--- config.mk ---
export PLATFORM = sky130hd
export DESIGN_NAME = compare_unit
export DESIGN_NICKNAME = d
export VERILOG_FILES = /design/src/hw/compare_pkg.sv /design/src/hw/compare_unit.sv
export VERILOG_INCLUDE_DIRS = /design/src /design/src/hw
export SDC_FILE = /design/constraint.sdc
export NUM_CORES = 1
export LEC_CHECK = 0
export ABC_AREA = 1
export BUFFER_PORTS_ARGS = -buffer_cell sky130_fd_sc_hd__buf_2
export CAP_MARGIN = 10
export CORE_AREA = 2 2 116 107
export DETAILED_ROUTE_END_ITERATION = 7
export DIE_AREA = 0 0 118 109
export PLACE_DENSITY_LB_ADDON = 0.2
export SYNTH_ARGS = -nofsm -noshare
export SYNTH_HDL_FRONTEND = slang
export SYNTH_SLANG_ARGS = --single-unit
--- constraint.sdc ---
create_clock -name ref_clk -period 3.6 [get_ports ref_clk]
set_input_delay 0.36 -clock ref_clk [delete_from_list [all_inputs] [get_ports ref_clk]]
set_output_delay 0.36 -clock ref_clk [all_outputs]
set_load 0.02 [all_outputs]
--- src/hw/compare_regs.svh ---
// Register map, field positions, reset values and mode codes of the compare block.
// Assumes inclusion by the top module, the checker and the bench; holds definitions only.
// Operation
// - Each channel compares its 16-bit value every cycle against timer A or timer C.
// - On match, the 4-bit mode selects drive high, drive low, toggle or unchanged.
// - The channel's interrupt flag sets in the same cycle as the match action.
// - Writing zero to channel control forces the compare output latch low.
// - Software interrupt mode leaves the pin untouched and only raises the interrupt.
// - Special event trigger mode clears whichever timer the channel compares against.
// - Channel A trigger resets the timer it selects (timer A when bit 4 is 0), making its value a programmable period.
// - Channel B trigger also starts a conversion when the converter is enabled.
// - A timer reset from channel B's trigger never sets timer interrupt flags.
`ifndef COMPARE_REGS_SVH
`define COMPARE_REGS_SVH

// ----------------------------------------------------------------------------
// Register offsets (byte addresses)
// ----------------------------------------------------------------------------
`define OFS_CONTROL_A   8'h00
`define OFS_VALUE_A     8'h04
`define OFS_CONTROL_B   8'h08
`define OFS_VALUE_B     8'h0C
`define OFS_STATUS      8'h10
`define OFS_TIMER_A     8'h14
`define OFS_TIMER_C     8'h18
`define OFS_TIMER_CTRL  8'h1C

// ----------------------------------------------------------------------------
// Control fields: [3:0] mode, [4] timer select (1 = timer C)
// ----------------------------------------------------------------------------
`define CTL_MODE_LSB    0
`define CTL_TSEL_BIT    4
`define CTL_RESET       5'h00

// ----------------------------------------------------------------------------
// Status fields: flags write-one-to-clear; timer flags from overflow only
// ----------------------------------------------------------------------------
`define ST_FLAG_A       0
`define ST_FLAG_B       1
`define ST_TOVF_A       2
`define ST_TOVF_C       3
`define ST_PIN_A        4
`define ST_PIN_B        5

// ----------------------------------------------------------------------------
// Timer control fields
// ----------------------------------------------------------------------------
`define TC_RUN_A        0
`define TC_RUN_C        1
`define TC_ADC_EN       2

// ----------------------------------------------------------------------------
// Compare mode codes
// ----------------------------------------------------------------------------
`define MODE_SET_HIGH   4'h8
`define MODE_SET_LOW    4'h9
`define MODE_SOFT_IRQ   4'hA
`define MODE_TRIGGER    4'hB
`define MODE_TOGGLE     4'h2

`endif

--- src/hw/compare_pkg.sv ---
// Types shared by the compare block.
// Assumes the register header is on the include path.
package compare_pkg;

    typedef enum logic [1:0] {
        BUS_IDLE  = 2'b00,
        BUS_WRITE = 2'b01,
        BUS_READ  = 2'b10
    } bus_phase_e;

    typedef struct packed {
        logic [4:0]  control;
        logic [15:0] value;
        logic        latch;
        logic        flag;
    } channel_s;

    typedef struct packed {
        channel_s    ch_a;
        channel_s    ch_b;
        logic [15:0] timer_a;
        logic [15:0] timer_c;
        logic [2:0]  timer_ctrl;
        logic        tovf_a;
        logic        tovf_c;
        bus_phase_e  phase;
        logic [7:0]  addr;
        logic [31:0] rdata;
        logic        adc_start;
        logic        pin_a_oe_n;
        logic        pin_b_oe_n;
        logic        match_a;
        logic        match_b;
        logic [1:0]  dir_m;
        logic [1:0]  dir_s;
    } state_s;

endpackage

--- src/hw/compare_unit.sv ---
// Two output-compare channels with timers A and C and an AHB-Lite register slave.
// Assumes a single 40 MHz clock, a synchronous reset and a one-slave AHB-Lite bus.
`timescale 1ns/10ps
`include "compare_regs.svh"

module compare_unit (
    input  wire logic        ref_clk,
    input  wire logic        rst,
    input  wire logic        hsel,
    input  wire logic [31:0] haddr,
    input  wire logic [1:0]  htrans,
    input  wire logic        hwrite,
    input  wire logic [2:0]  hsize,
    input  wire logic [31:0] hwdata,
    input  wire logic        hready,
    output logic      [31:0] hrdata,
    output logic             hreadyout,
    output logic             hresp,
    input  wire logic [1:0]  portc_direction,
    output logic             compare_pin_a,
    output logic             compare_pin_a_oe_n,
    output logic             compare_pin_b,
    output logic             compare_pin_b_oe_n,
    output logic             compare_irq_flag_a,
    output logic             compare_irq_flag_b,
    output logic             adc_start
);

    compare_pkg::state_s s_reg;
    compare_pkg::state_s s_next;

    // ------------------------------------------------------------------------
    // Helpers
    // ------------------------------------------------------------------------
    // New latch level on a match for a given mode
    function automatic logic match_level(input logic [3:0] mode, input logic cur);
        case (mode)
            `MODE_SET_HIGH: match_level = 1'b1;
            `MODE_SET_LOW:  match_level = 1'b0;
            `MODE_TOGGLE:   match_level = ~cur;
            default:        match_level = cur;   // Soft irq and trigger leave pin
        endcase
    endfunction

    // True when the mode is one of the compare modes
    function automatic logic is_compare(input logic [3:0] mode);
        is_compare = (mode == `MODE_SET_HIGH) || (mode == `MODE_SET_LOW) ||
                     (mode == `MODE_TOGGLE) || (mode == `MODE_SOFT_IRQ) ||
                     (mode == `MODE_TRIGGER);
    endfunction

    // Match of one channel against its selected timer
    function automatic logic chan_match(input compare_pkg::channel_s ch,
                                        input logic [15:0] ta,
                                        input logic [15:0] tc);
        logic [15:0] t;
        t = ch.control[`CTL_TSEL_BIT] ? tc : ta;
        chan_match = is_compare(ch.control[3:0]) && (t == ch.value);
    endfunction

    logic        wr_take;
    logic        rd_take;
    logic        trig_a;
    logic        trig_b;
    logic        clr_ta;
    logic        clr_tc;
    logic [31:0] status_word;

    // ------------------------------------------------------------------------
    // Next-state logic
    // ------------------------------------------------------------------------
    always_comb begin
        s_next = s_reg;
        s_next.adc_start = 1'b0;

        // Direction bits pass two flops before use
        s_next.dir_m = portc_direction;
        s_next.dir_s = s_reg.dir_m;
        s_next.pin_a_oe_n = ~s_reg.dir_s[0];
        s_next.pin_b_oe_n = ~s_reg.dir_s[1];

        // Registered compare, every cycle, against timer A or C
        s_next.match_a = chan_match(s_reg.ch_a, s_reg.timer_a, s_reg.timer_c);
        s_next.match_b = chan_match(s_reg.ch_b, s_reg.timer_a, s_reg.timer_c);

        // Matched cycle: pin action and flag together
        trig_a = 1'b0;
        trig_b = 1'b0;
        if (s_reg.match_a) begin
            s_next.ch_a.latch = match_level(s_reg.ch_a.control[3:0], s_reg.ch_a.latch);
            s_next.ch_a.flag = 1'b1;
            trig_a = (s_reg.ch_a.control[3:0] == `MODE_TRIGGER);
        end
        if (s_reg.match_b) begin
            s_next.ch_b.latch = match_level(s_reg.ch_b.control[3:0], s_reg.ch_b.latch);
            s_next.ch_b.flag = 1'b1;
            trig_b = (s_reg.ch_b.control[3:0] == `MODE_TRIGGER);
        end

        // Trigger clears the timer the channel compares against
        clr_ta = (trig_a && !s_reg.ch_a.control[`CTL_TSEL_BIT]) ||
                 (trig_b && !s_reg.ch_b.control[`CTL_TSEL_BIT]);
        clr_tc = (trig_a && s_reg.ch_a.control[`CTL_TSEL_BIT]) ||
                 (trig_b && s_reg.ch_b.control[`CTL_TSEL_BIT]);
        s_next.adc_start = trig_b && s_reg.timer_ctrl[`TC_ADC_EN];

        // Timers: overflow alone sets their flags, never a trigger clear
        if (clr_ta)
            s_next.timer_a = 16'h0000;
        else if (s_reg.timer_ctrl[`TC_RUN_A]) begin
            s_next.timer_a = s_reg.timer_a + 16'h0001;
            if (s_reg.timer_a == 16'hFFFF)
                s_next.tovf_a = 1'b1;
        end
        if (clr_tc)
            s_next.timer_c = 16'h0000;
        else if (s_reg.timer_ctrl[`TC_RUN_C]) begin
            s_next.timer_c = s_reg.timer_c + 16'h0001;
            if (s_reg.timer_c == 16'hFFFF)
                s_next.tovf_c = 1'b1;
        end

        // AHB-Lite address phase capture; zero wait states
        wr_take = hsel && hready && htrans[1] && hwrite;
        rd_take = hsel && hready && htrans[1] && !hwrite;
        s_next.addr = haddr[7:0];
        s_next.phase = wr_take ? compare_pkg::BUS_WRITE :
                       (rd_take ? compare_pkg::BUS_READ : compare_pkg::BUS_IDLE);

        status_word = 32'h0000_0000;
        status_word[`ST_FLAG_A] = s_reg.ch_a.flag;
        status_word[`ST_FLAG_B] = s_reg.ch_b.flag;
        status_word[`ST_TOVF_A] = s_reg.tovf_a;
        status_word[`ST_TOVF_C] = s_reg.tovf_c;
        status_word[`ST_PIN_A]  = s_reg.ch_a.latch;
        status_word[`ST_PIN_B]  = s_reg.ch_b.latch;

        // Read data registered in the address phase so hrdata is a flop
        s_next.rdata = 32'h0000_0000;
        if (rd_take) begin
            case (haddr[7:0])
                `OFS_CONTROL_A:  s_next.rdata = {27'h0, s_reg.ch_a.control};
                `OFS_VALUE_A:    s_next.rdata = {16'h0, s_reg.ch_a.value};
                `OFS_CONTROL_B:  s_next.rdata = {27'h0, s_reg.ch_b.control};
                `OFS_VALUE_B:    s_next.rdata = {16'h0, s_reg.ch_b.value};
                `OFS_STATUS:     s_next.rdata = status_word;
                `OFS_TIMER_A:    s_next.rdata = {16'h0, s_reg.timer_a};
                `OFS_TIMER_C:    s_next.rdata = {16'h0, s_reg.timer_c};
                `OFS_TIMER_CTRL: s_next.rdata = {29'h0, s_reg.timer_ctrl};
                default:         s_next.rdata = 32'h0000_0000;
            endcase
        end

        // Data phase write; software writes lose to same-cycle hardware sets, except a zero control write, which forces the latch low
        if (s_reg.phase == compare_pkg::BUS_WRITE) begin
            case (s_reg.addr)
                `OFS_CONTROL_A: begin
                    s_next.ch_a.control = hwdata[4:0];
                    if (hwdata[4:0] == `CTL_RESET)
                        s_next.ch_a.latch = 1'b0;
                end
                `OFS_CONTROL_B: begin
                    s_next.ch_b.control = hwdata[4:0];
                    if (hwdata[4:0] == `CTL_RESET)
                        s_next.ch_b.latch = 1'b0;
                end
                `OFS_VALUE_A: s_next.ch_a.value = hwdata[15:0];
                `OFS_VALUE_B: s_next.ch_b.value = hwdata[15:0];
                `OFS_STATUS: begin
                    // Write one to clear; a match in this cycle keeps its flag
                    if (hwdata[`ST_FLAG_A] && !s_reg.match_a)
                        s_next.ch_a.flag = 1'b0;
                    if (hwdata[`ST_FLAG_B] && !s_reg.match_b)
                        s_next.ch_b.flag = 1'b0;
                    if (hwdata[`ST_TOVF_A] && !(s_reg.timer_ctrl[`TC_RUN_A] &&
                        s_reg.timer_a == 16'hFFFF && !clr_ta))
                        s_next.tovf_a = 1'b0;
                    if (hwdata[`ST_TOVF_C] && !(s_reg.timer_ctrl[`TC_RUN_C] &&
                        s_reg.timer_c == 16'hFFFF && !clr_tc))
                        s_next.tovf_c = 1'b0;
                end
                // Trigger clear wins over a software timer write
                `OFS_TIMER_A: if (!clr_ta) s_next.timer_a = hwdata[15:0];
                `OFS_TIMER_C: if (!clr_tc) s_next.timer_c = hwdata[15:0];
                `OFS_TIMER_CTRL: s_next.timer_ctrl = hwdata[2:0];
                default: ;
            endcase
        end
    end

    // ------------------------------------------------------------------------
    // State register
    // ------------------------------------------------------------------------
    always_ff @(posedge ref_clk) begin
        if (rst) begin
            s_reg <= '0;
            s_reg.phase <= compare_pkg::BUS_IDLE;
            s_reg.pin_a_oe_n <= 1'b1;
            s_reg.pin_b_oe_n <= 1'b1;
        end else begin
            s_reg <= s_next;
        end
    end

    // Outputs straight from flops, except hreadyout and hresp, which are constants
    assign hrdata             = s_reg.rdata;
    assign hreadyout          = 1'b1;
    assign hresp              = 1'b0;
    assign compare_pin_a      = s_reg.ch_a.latch;
    assign compare_pin_a_oe_n = s_reg.pin_a_oe_n;
    assign compare_pin_b      = s_reg.ch_b.latch;
    assign compare_pin_b_oe_n = s_reg.pin_b_oe_n;
    assign compare_irq_flag_a = s_reg.ch_a.flag;
    assign compare_irq_flag_b = s_reg.ch_b.flag;
    assign adc_start          = s_reg.adc_start;

endmodule

==> impl_metrics.env, run 1 <==
export IMPL_crit_arrival_ps=2720
export IMPL_initial_core_util_pct=59.1
export IMPL_crit_path_start_kind="flop"
export IMPL_nFillCells=1098
export IMPL_cellPowerDensity_nw_per_um2=414
export IMPL_tightest_slew_ps=963
export IMPL_io_pins=117
export IMPL_clk_path_buf_depth=2
export IMPL_post_cts_buffers=0
export IMPL_h_tree_depth=4
export IMPL_peakVddDrop_uv=302
export IMPL_ys_seq_area_share_pct=34.0
export IMPL_core_area_um2=11700
export IMPL_required_ps=3950
export IMPL_finalSetupViolCount=0
export IMPL_root_buffer="clkbuf_16"
export IMPL_final_antenna_net_count=0
export IMPL_ys_warn_count=0
export IMPL_max_freq_mhz=424
export IMPL_outcome="finished, final reports clean"
export IMPL_antenna_cells=0
export IMPL_pre_cts_ws_ps=1350
export IMPL_dieWidth_um=118
export IMPL_routabilityCongestion=0.940
export IMPL_endpoint_kind="flop"
export IMPL_chipHeight_um=109
export IMPL_path_cells="inv_2 -> nand3_2 -> nand2_1 -> nor2_2 -> o21ai_0 -> a21oi_1"
export IMPL_min_delay_path_depth=2
export IMPL_drive_gt1_share_pct=12.3
export IMPL_fin_util_pct=64.6
export IMPL_slew_violations=0
export IMPL_grt_pass1_vias=6204
export IMPL_rsz0062_at_grt="no"
export IMPL_leakage_nw=3.29
export IMPL_drt_total_wl_mm=20.6
export IMPL_slew_headroom_pct=35.7
export IMPL_stdcell_count=1272
export IMPL_slowest_delay_ps=950
export IMPL_synth_area_um2=6940
export IMPL_tns_ps=0
export IMPL_max_cap_violations=0
export IMPL_synthCells=1082
export IMPL_synth_seq_cells=118
export IMPL_numCtsBuffers=17
export IMPL_min_path_type="input port to flop"
export IMPL_routedWlPerCell_um=16.2
export IMPL_nets=1177
export IMPL_cts_hold_buf=0
export IMPL_antenna_found_initial=0
export IMPL_synth_top_area_share_pct=34.0
export IMPL_crit_buf_inv=1
export IMPL_grt_pass1_wl_mm=32.6
export IMPL_drt_iter0_drc=1014
export IMPL_area_delta_synth_final_pct=9.28
export IMPL_reg2reg_depth=6
export IMPL_rows=38
export IMPL_dpl_cell_count=1240
export IMPL_crit_family="flip-flops"
export IMPL_drc=0
export IMPL_min_period_ps=2360
export IMPL_hold_viol_final=0
export IMPL_grtUsageTotal_pct=33.0
export IMPL_synth_top_cells_by_area="dfxtp_1 (34%), nand2_1 (13%), nor2_1 (7.7%), nand3_1 (7.0%), o21ai_0 (7.0%)"
export IMPL_synth_avg_cell_area_um2=6.42
export IMPL_vias=7113
export IMPL_viasPerCell=5.59
export IMPL_cts_resized=0
export IMPL_insertion_delay_ps=440
export IMPL_dieArea_um2=12900
export IMPL_numPortBuffers=54
export IMPL_setup_ws_ps=1240
export IMPL_skew_ps=11.0
export IMPL_path_max_fanout=27
export IMPL_cts_tree="built"
export IMPL_worstSetupPathType="flop to flop"
export IMPL_cp_num_cells=6
export IMPL_finalCritPeriodShare_pct=65.6
export IMPL_cpMaxStageDelayCell="dfxtp_1"
export IMPL_path_clk_slew_ps=50
export IMPL_grt_max_degree=53
export IMPL_synth_cell_types=33
export IMPL_grt_overflow_total=0
export IMPL_yosysTopAreaCell="dfxtp_1"
export IMPL_first_pass_iters=7
export IMPL_largest_register_ffs=93
export IMPL_clock_sinks=118
export IMPL_hpwl_mm=14.8
-- power breakdown --
part	switching, mW	internal [mW]
clock network	0.633	1.05
logic	0.108	0.0334
registers	0.00460	1.32
total	0.746	2.40
-- cell usage after synthesis (all sizes together) --
cell type,n
ha,2
nor3b,1
buf,69
a31oi,1
dfxtp,118
and2,2
clkinv,1
inv,115
xor2,15
o21ai,113
o211ai,8
conb,2
nand3,101
nor2,165
nand2,257
nand3b,5
nand4,10
nor3,11
a21oi,69
o22ai,9
clkbuf,8
-- layout make-up --
cell class,instances,area [um^2],share of cell area [%]
Multi-Input combinational cell,787,3700,48.7
Sequential cell,118,2360,31.1
Clock buffer,20,457,6.02
Clock inverter,12,129,1.70
Inverter,116,435,5.74
Timing Repair Buffer,59,308,4.06
Tap cell,160,200,2.64
-- cells by family (layout without fill, tap and decap cells) --
| group | Yosys count | count (layout) | synth area share (%) |
|---|---|---|---|
| AO/OA/AOI/OAI | 200 | 200 | 14.9 |
| XOR/XNOR | 15 | 15 | 1.89 |
| adder cells (fa/ha/maj) | 2 | 2 | 0.360 |
| buffers and inverters | 193 | 207 | 13.6 |
| flip-flops | 118 | 118 | 34.0 |
| other | 2 | 18 | 0.108 |
| AND/OR/NAND/NOR | 552 | 552 | 35.1 |
-- metal layers --
layer  wire [um]  track usage (%)
met2        8630             49.6
met1        9080             45.7
met3        2440             9.10
met5           0                0
met4         442             11.7
-- layout by cell type, fill, tap and decap left out, types with 2 or more instances in the layout --
cell,n
nand3_2,4
clkbuf_16,17
nor2_2,10
bufinv_16,2
ha_1,2
clkinv_2,4
o211ai_1,8
o21ai_0,97
clkbuf_8,2
nand2_1,248
o22ai_1,9
nand3_1,97
buf_4,5
and2_1,2
nand2_2,9
inv_1,105
inv_2,10
conb_1,18
nor3_1,10
dfxtp_1,118
buf_2,54
nand3b_1,5
nand4_1,10
o21ai_1,15
a21oi_1,69
xor2_1,15
clkinvlp_4,3
nor2_4,11
nor2_1,143
clkinv_4,3
-- through the flow --
stage	hold WS (ps)	total power [mW]	instance area, um^2
final	123	3.14	7590
after global routing	127	3.22	7590
after CTS	121	3.14	7590
after detailed placement	358	1.48	7000
after global placement	354	1.48	7000
after floorplan	352	1.44	7000
-- final timing paths --
kind / end / slack (ps) / startpoint
worst min register to register: compare_pin_b_oe_n / 370 / s_reg[1]
worst min-delay path: s_reg[50] / 120 / hwrite
worst max register to register: s_reg[86] / 1240 / s_reg[110]
worst max-delay path: s_reg[86] / 1240 / s_reg[110]
-- worst reg2reg max path, delay by kind of cell (launching register included) --
family                 cells  cell delay [ps]
AND/OR/NAND/NOR            3              700
flip-flops                 1              950
AO/OA/AOI/OAI              2              310
buffers and inverters      1              330
No activity file was read; power rests on OpenSTA's default activity.
==> inputs of run 2 (changes only) <==
CORE_AREA = 2 2 125 115   (was 2 2 116 107)
DIE_AREA = 0 0 127 117   (was 0 0 118 109)
clock period = 1.9 ns   (was 3.6 ns; I/O delays follow)
==> run 2 against run 1 <==
Combinational power rose by 110%. Non-clock buffer count is 33 higher. Routed wire length up 3.9%. Cell area increased by 3.8%. Clock power grew 88%. Clock-buffer cell count grew 1. Core utilization fell by 6.9 points. Register-to-register slack got worse by 930 ps. Largest power group unchanged.
==> impl_metrics.env, run 2 (synthesis gave the netlist of run 1 again) <==
export IMPL_grt_max_degree=30
export IMPL_routedWlPerCell_um=16.3
export IMPL_fin_hold_ws_ps=22.0
export IMPL_power_total_mw=5.96
export IMPL_crit_end="hrdata[14]"
export IMPL_r2r_end="s_reg[84]"
export IMPL_insertion_delay_ps=430
export IMPL_drt_iter0_drc=951
export IMPL_finalSetupViolCount=0
export IMPL_cellPowerDensity_nw_per_um2=757
export IMPL_cpMaxStageDelayCell="dlygate4sd3_1"
export IMPL_cts_tree="built"
export IMPL_grtUsageTotal_pct=30.2
export IMPL_io_pins=117
export IMPL_tightest_slew_ps=593
export IMPL_numCtsBuffers=17
export IMPL_r2r_start="s_reg[133]"
export IMPL_viasPerCell=5.43
export IMPL_drive_gt1_share_pct=14.1
export IMPL_antenna_cells=0
export IMPL_path_common_cell="nor2_1"
export IMPL_peakVddDrop_uv=685
export IMPL_drt_total_wl_mm=21.4
export IMPL_chipHeight_um=117
export IMPL_final_antenna_net_count=0
export IMPL_reg2reg_depth=6
export IMPL_layout_common_cells="nand2_1 (247), nor2_1 (142), dfxtp_1 (118), inv_1 (105)"
export IMPL_core_area_um2=13600
export IMPL_outcome="finished, final reports clean"
export IMPL_crit_arrival_ps=2140
export IMPL_fin_util_pct=57.7
export IMPL_path_clk_slew_ps=50
export IMPL_rows=41
export IMPL_rsz0062_at_grt="no"
export IMPL_min_path_type="input port to flop"
export IMPL_crit_path_start_kind="input port"
export IMPL_root_buffer="clkbuf_16"
export IMPL_grt_pass1_vias=6395
export IMPL_layout_commonest_cell="nand2_1"
export IMPL_path_cells="dlygate4sd3_1 -> buf_2 -> nor2_1 -> nand3_1 -> inv_1 -> nand2_1 -> o21ai_0 -> nor2_1 -> nor2_1"
export IMPL_first_pass_iters=6
export IMPL_crit_path_start="haddr[7]"
export IMPL_dieArea_um2=14900
export IMPL_largest_register_ffs=93
export IMPL_crit_family="buffers and inverters"
export IMPL_area_delta_synth_final_pct=13.5
export IMPL_tns_ps=0
export IMPL_slowest_delay_ps=540
export IMPL_slew_violations=0
export IMPL_clock_sinks=118
export IMPL_antenna_found_initial=0
export IMPL_drc=0
export IMPL_routabilityCongestion=0.897
export IMPL_numPortBuffers=54
export IMPL_setup_ws_ps=127
export IMPL_h_tree_depth=4
export IMPL_worstSetupPathType="input port to flop"
export IMPL_post_cts_buffers=0
export IMPL_skew_ps=8.35
export IMPL_max_freq_mhz=564
export IMPL_hpwl_mm=15.8
export IMPL_path_max_fanout=8
export IMPL_nets=1210
export IMPL_dieWidth_um=127
export IMPL_pre_cts_ws_ps=155
export IMPL_vias=7136
export IMPL_min_period_ps=1770
export IMPL_cp_num_cells=9
export IMPL_hold_viol_final=0
export IMPL_leakage_nw=3.45
export IMPL_crit_buf_inv=3
export IMPL_endpoint_kind="flop"
export IMPL_slew_headroom_pct=60.2
export IMPL_r2r_slack_ps=310
export IMPL_grt_overflow_total=0
export IMPL_clk_path_buf_depth=2
export IMPL_grt_pass1_wl_mm=34.2
export IMPL_required_ps=2270
export IMPL_max_cap_violations=0
export IMPL_nFillCells=1327
export IMPL_finalCritPeriodShare_pct=93.3
export IMPL_initial_core_util_pct=50.9
export IMPL_hold_start="haddr[2]"
-- run 2: area by class of cell --
| type | count | area [um^2] | area share, % |
|---|---|---|---|
| Multi-Input combinational cell | 787 | 3700 | 47.0 |
| Clock buffer | 21 | 470 | 5.97 |
| Clock inverter | 9 | 103 | 1.30 |
| Sequential cell | 118 | 2360 | 30.0 |
| Inverter | 116 | 435 | 5.53 |
| Tap cell | 172 | 215 | 2.73 |
| Timing Repair Buffer | 92 | 591 | 7.50 |
-- run 2: how the worst min path moves through the flow --
stage	end	slack, ps	depth (start not counted)
final	s_reg[43]	20	3
after global routing	s_reg[43]	40	3
after CTS	s_reg[43]	20	3
after detailed placement	compare_pin_b_oe_n	360	1
after global placement	compare_pin_b_oe_n	350	1
after floorplan	s_reg[50]	270	1
-- run 2: timing repair --
item | 4_1_cts | 5_1_grt
setup endpoints to repair | 0 | 5
gates resized for setup | 0 | 2
hold buffers | 9 | 0
endpoints found under the hold margin | 9 | 0
-- run 2: report_power, final --
group	internal, mW	switching, mW
logic	0.0885	0.211
clock network	2.00	1.16
registers	2.49	0.00798
total	4.58	1.38
-- run 2: through the flow --
| step | cell area [um^2] | instances |
|---|---|---|
| final | 7880 | 1315 |
| after global routing | 7880 | 1315 |
| after CTS | 7870 | 1315 |
| after detailed placement | 7210 | 1276 |
| after global placement | 7210 | 1276 |
| after floorplan | 7000 | 1098 |
-- run 2: worst min-delay path: stages --
cell	delay, ps
buf_2	110
inv_2	50
nor2_1	70
-- run 2: per-layer routing --
metal	part of all wire, %	GRT usage, %
met1	45	43.0
met2	42	44.8
met3	12	9.23
met4	1.1	7.40
met5	0	0
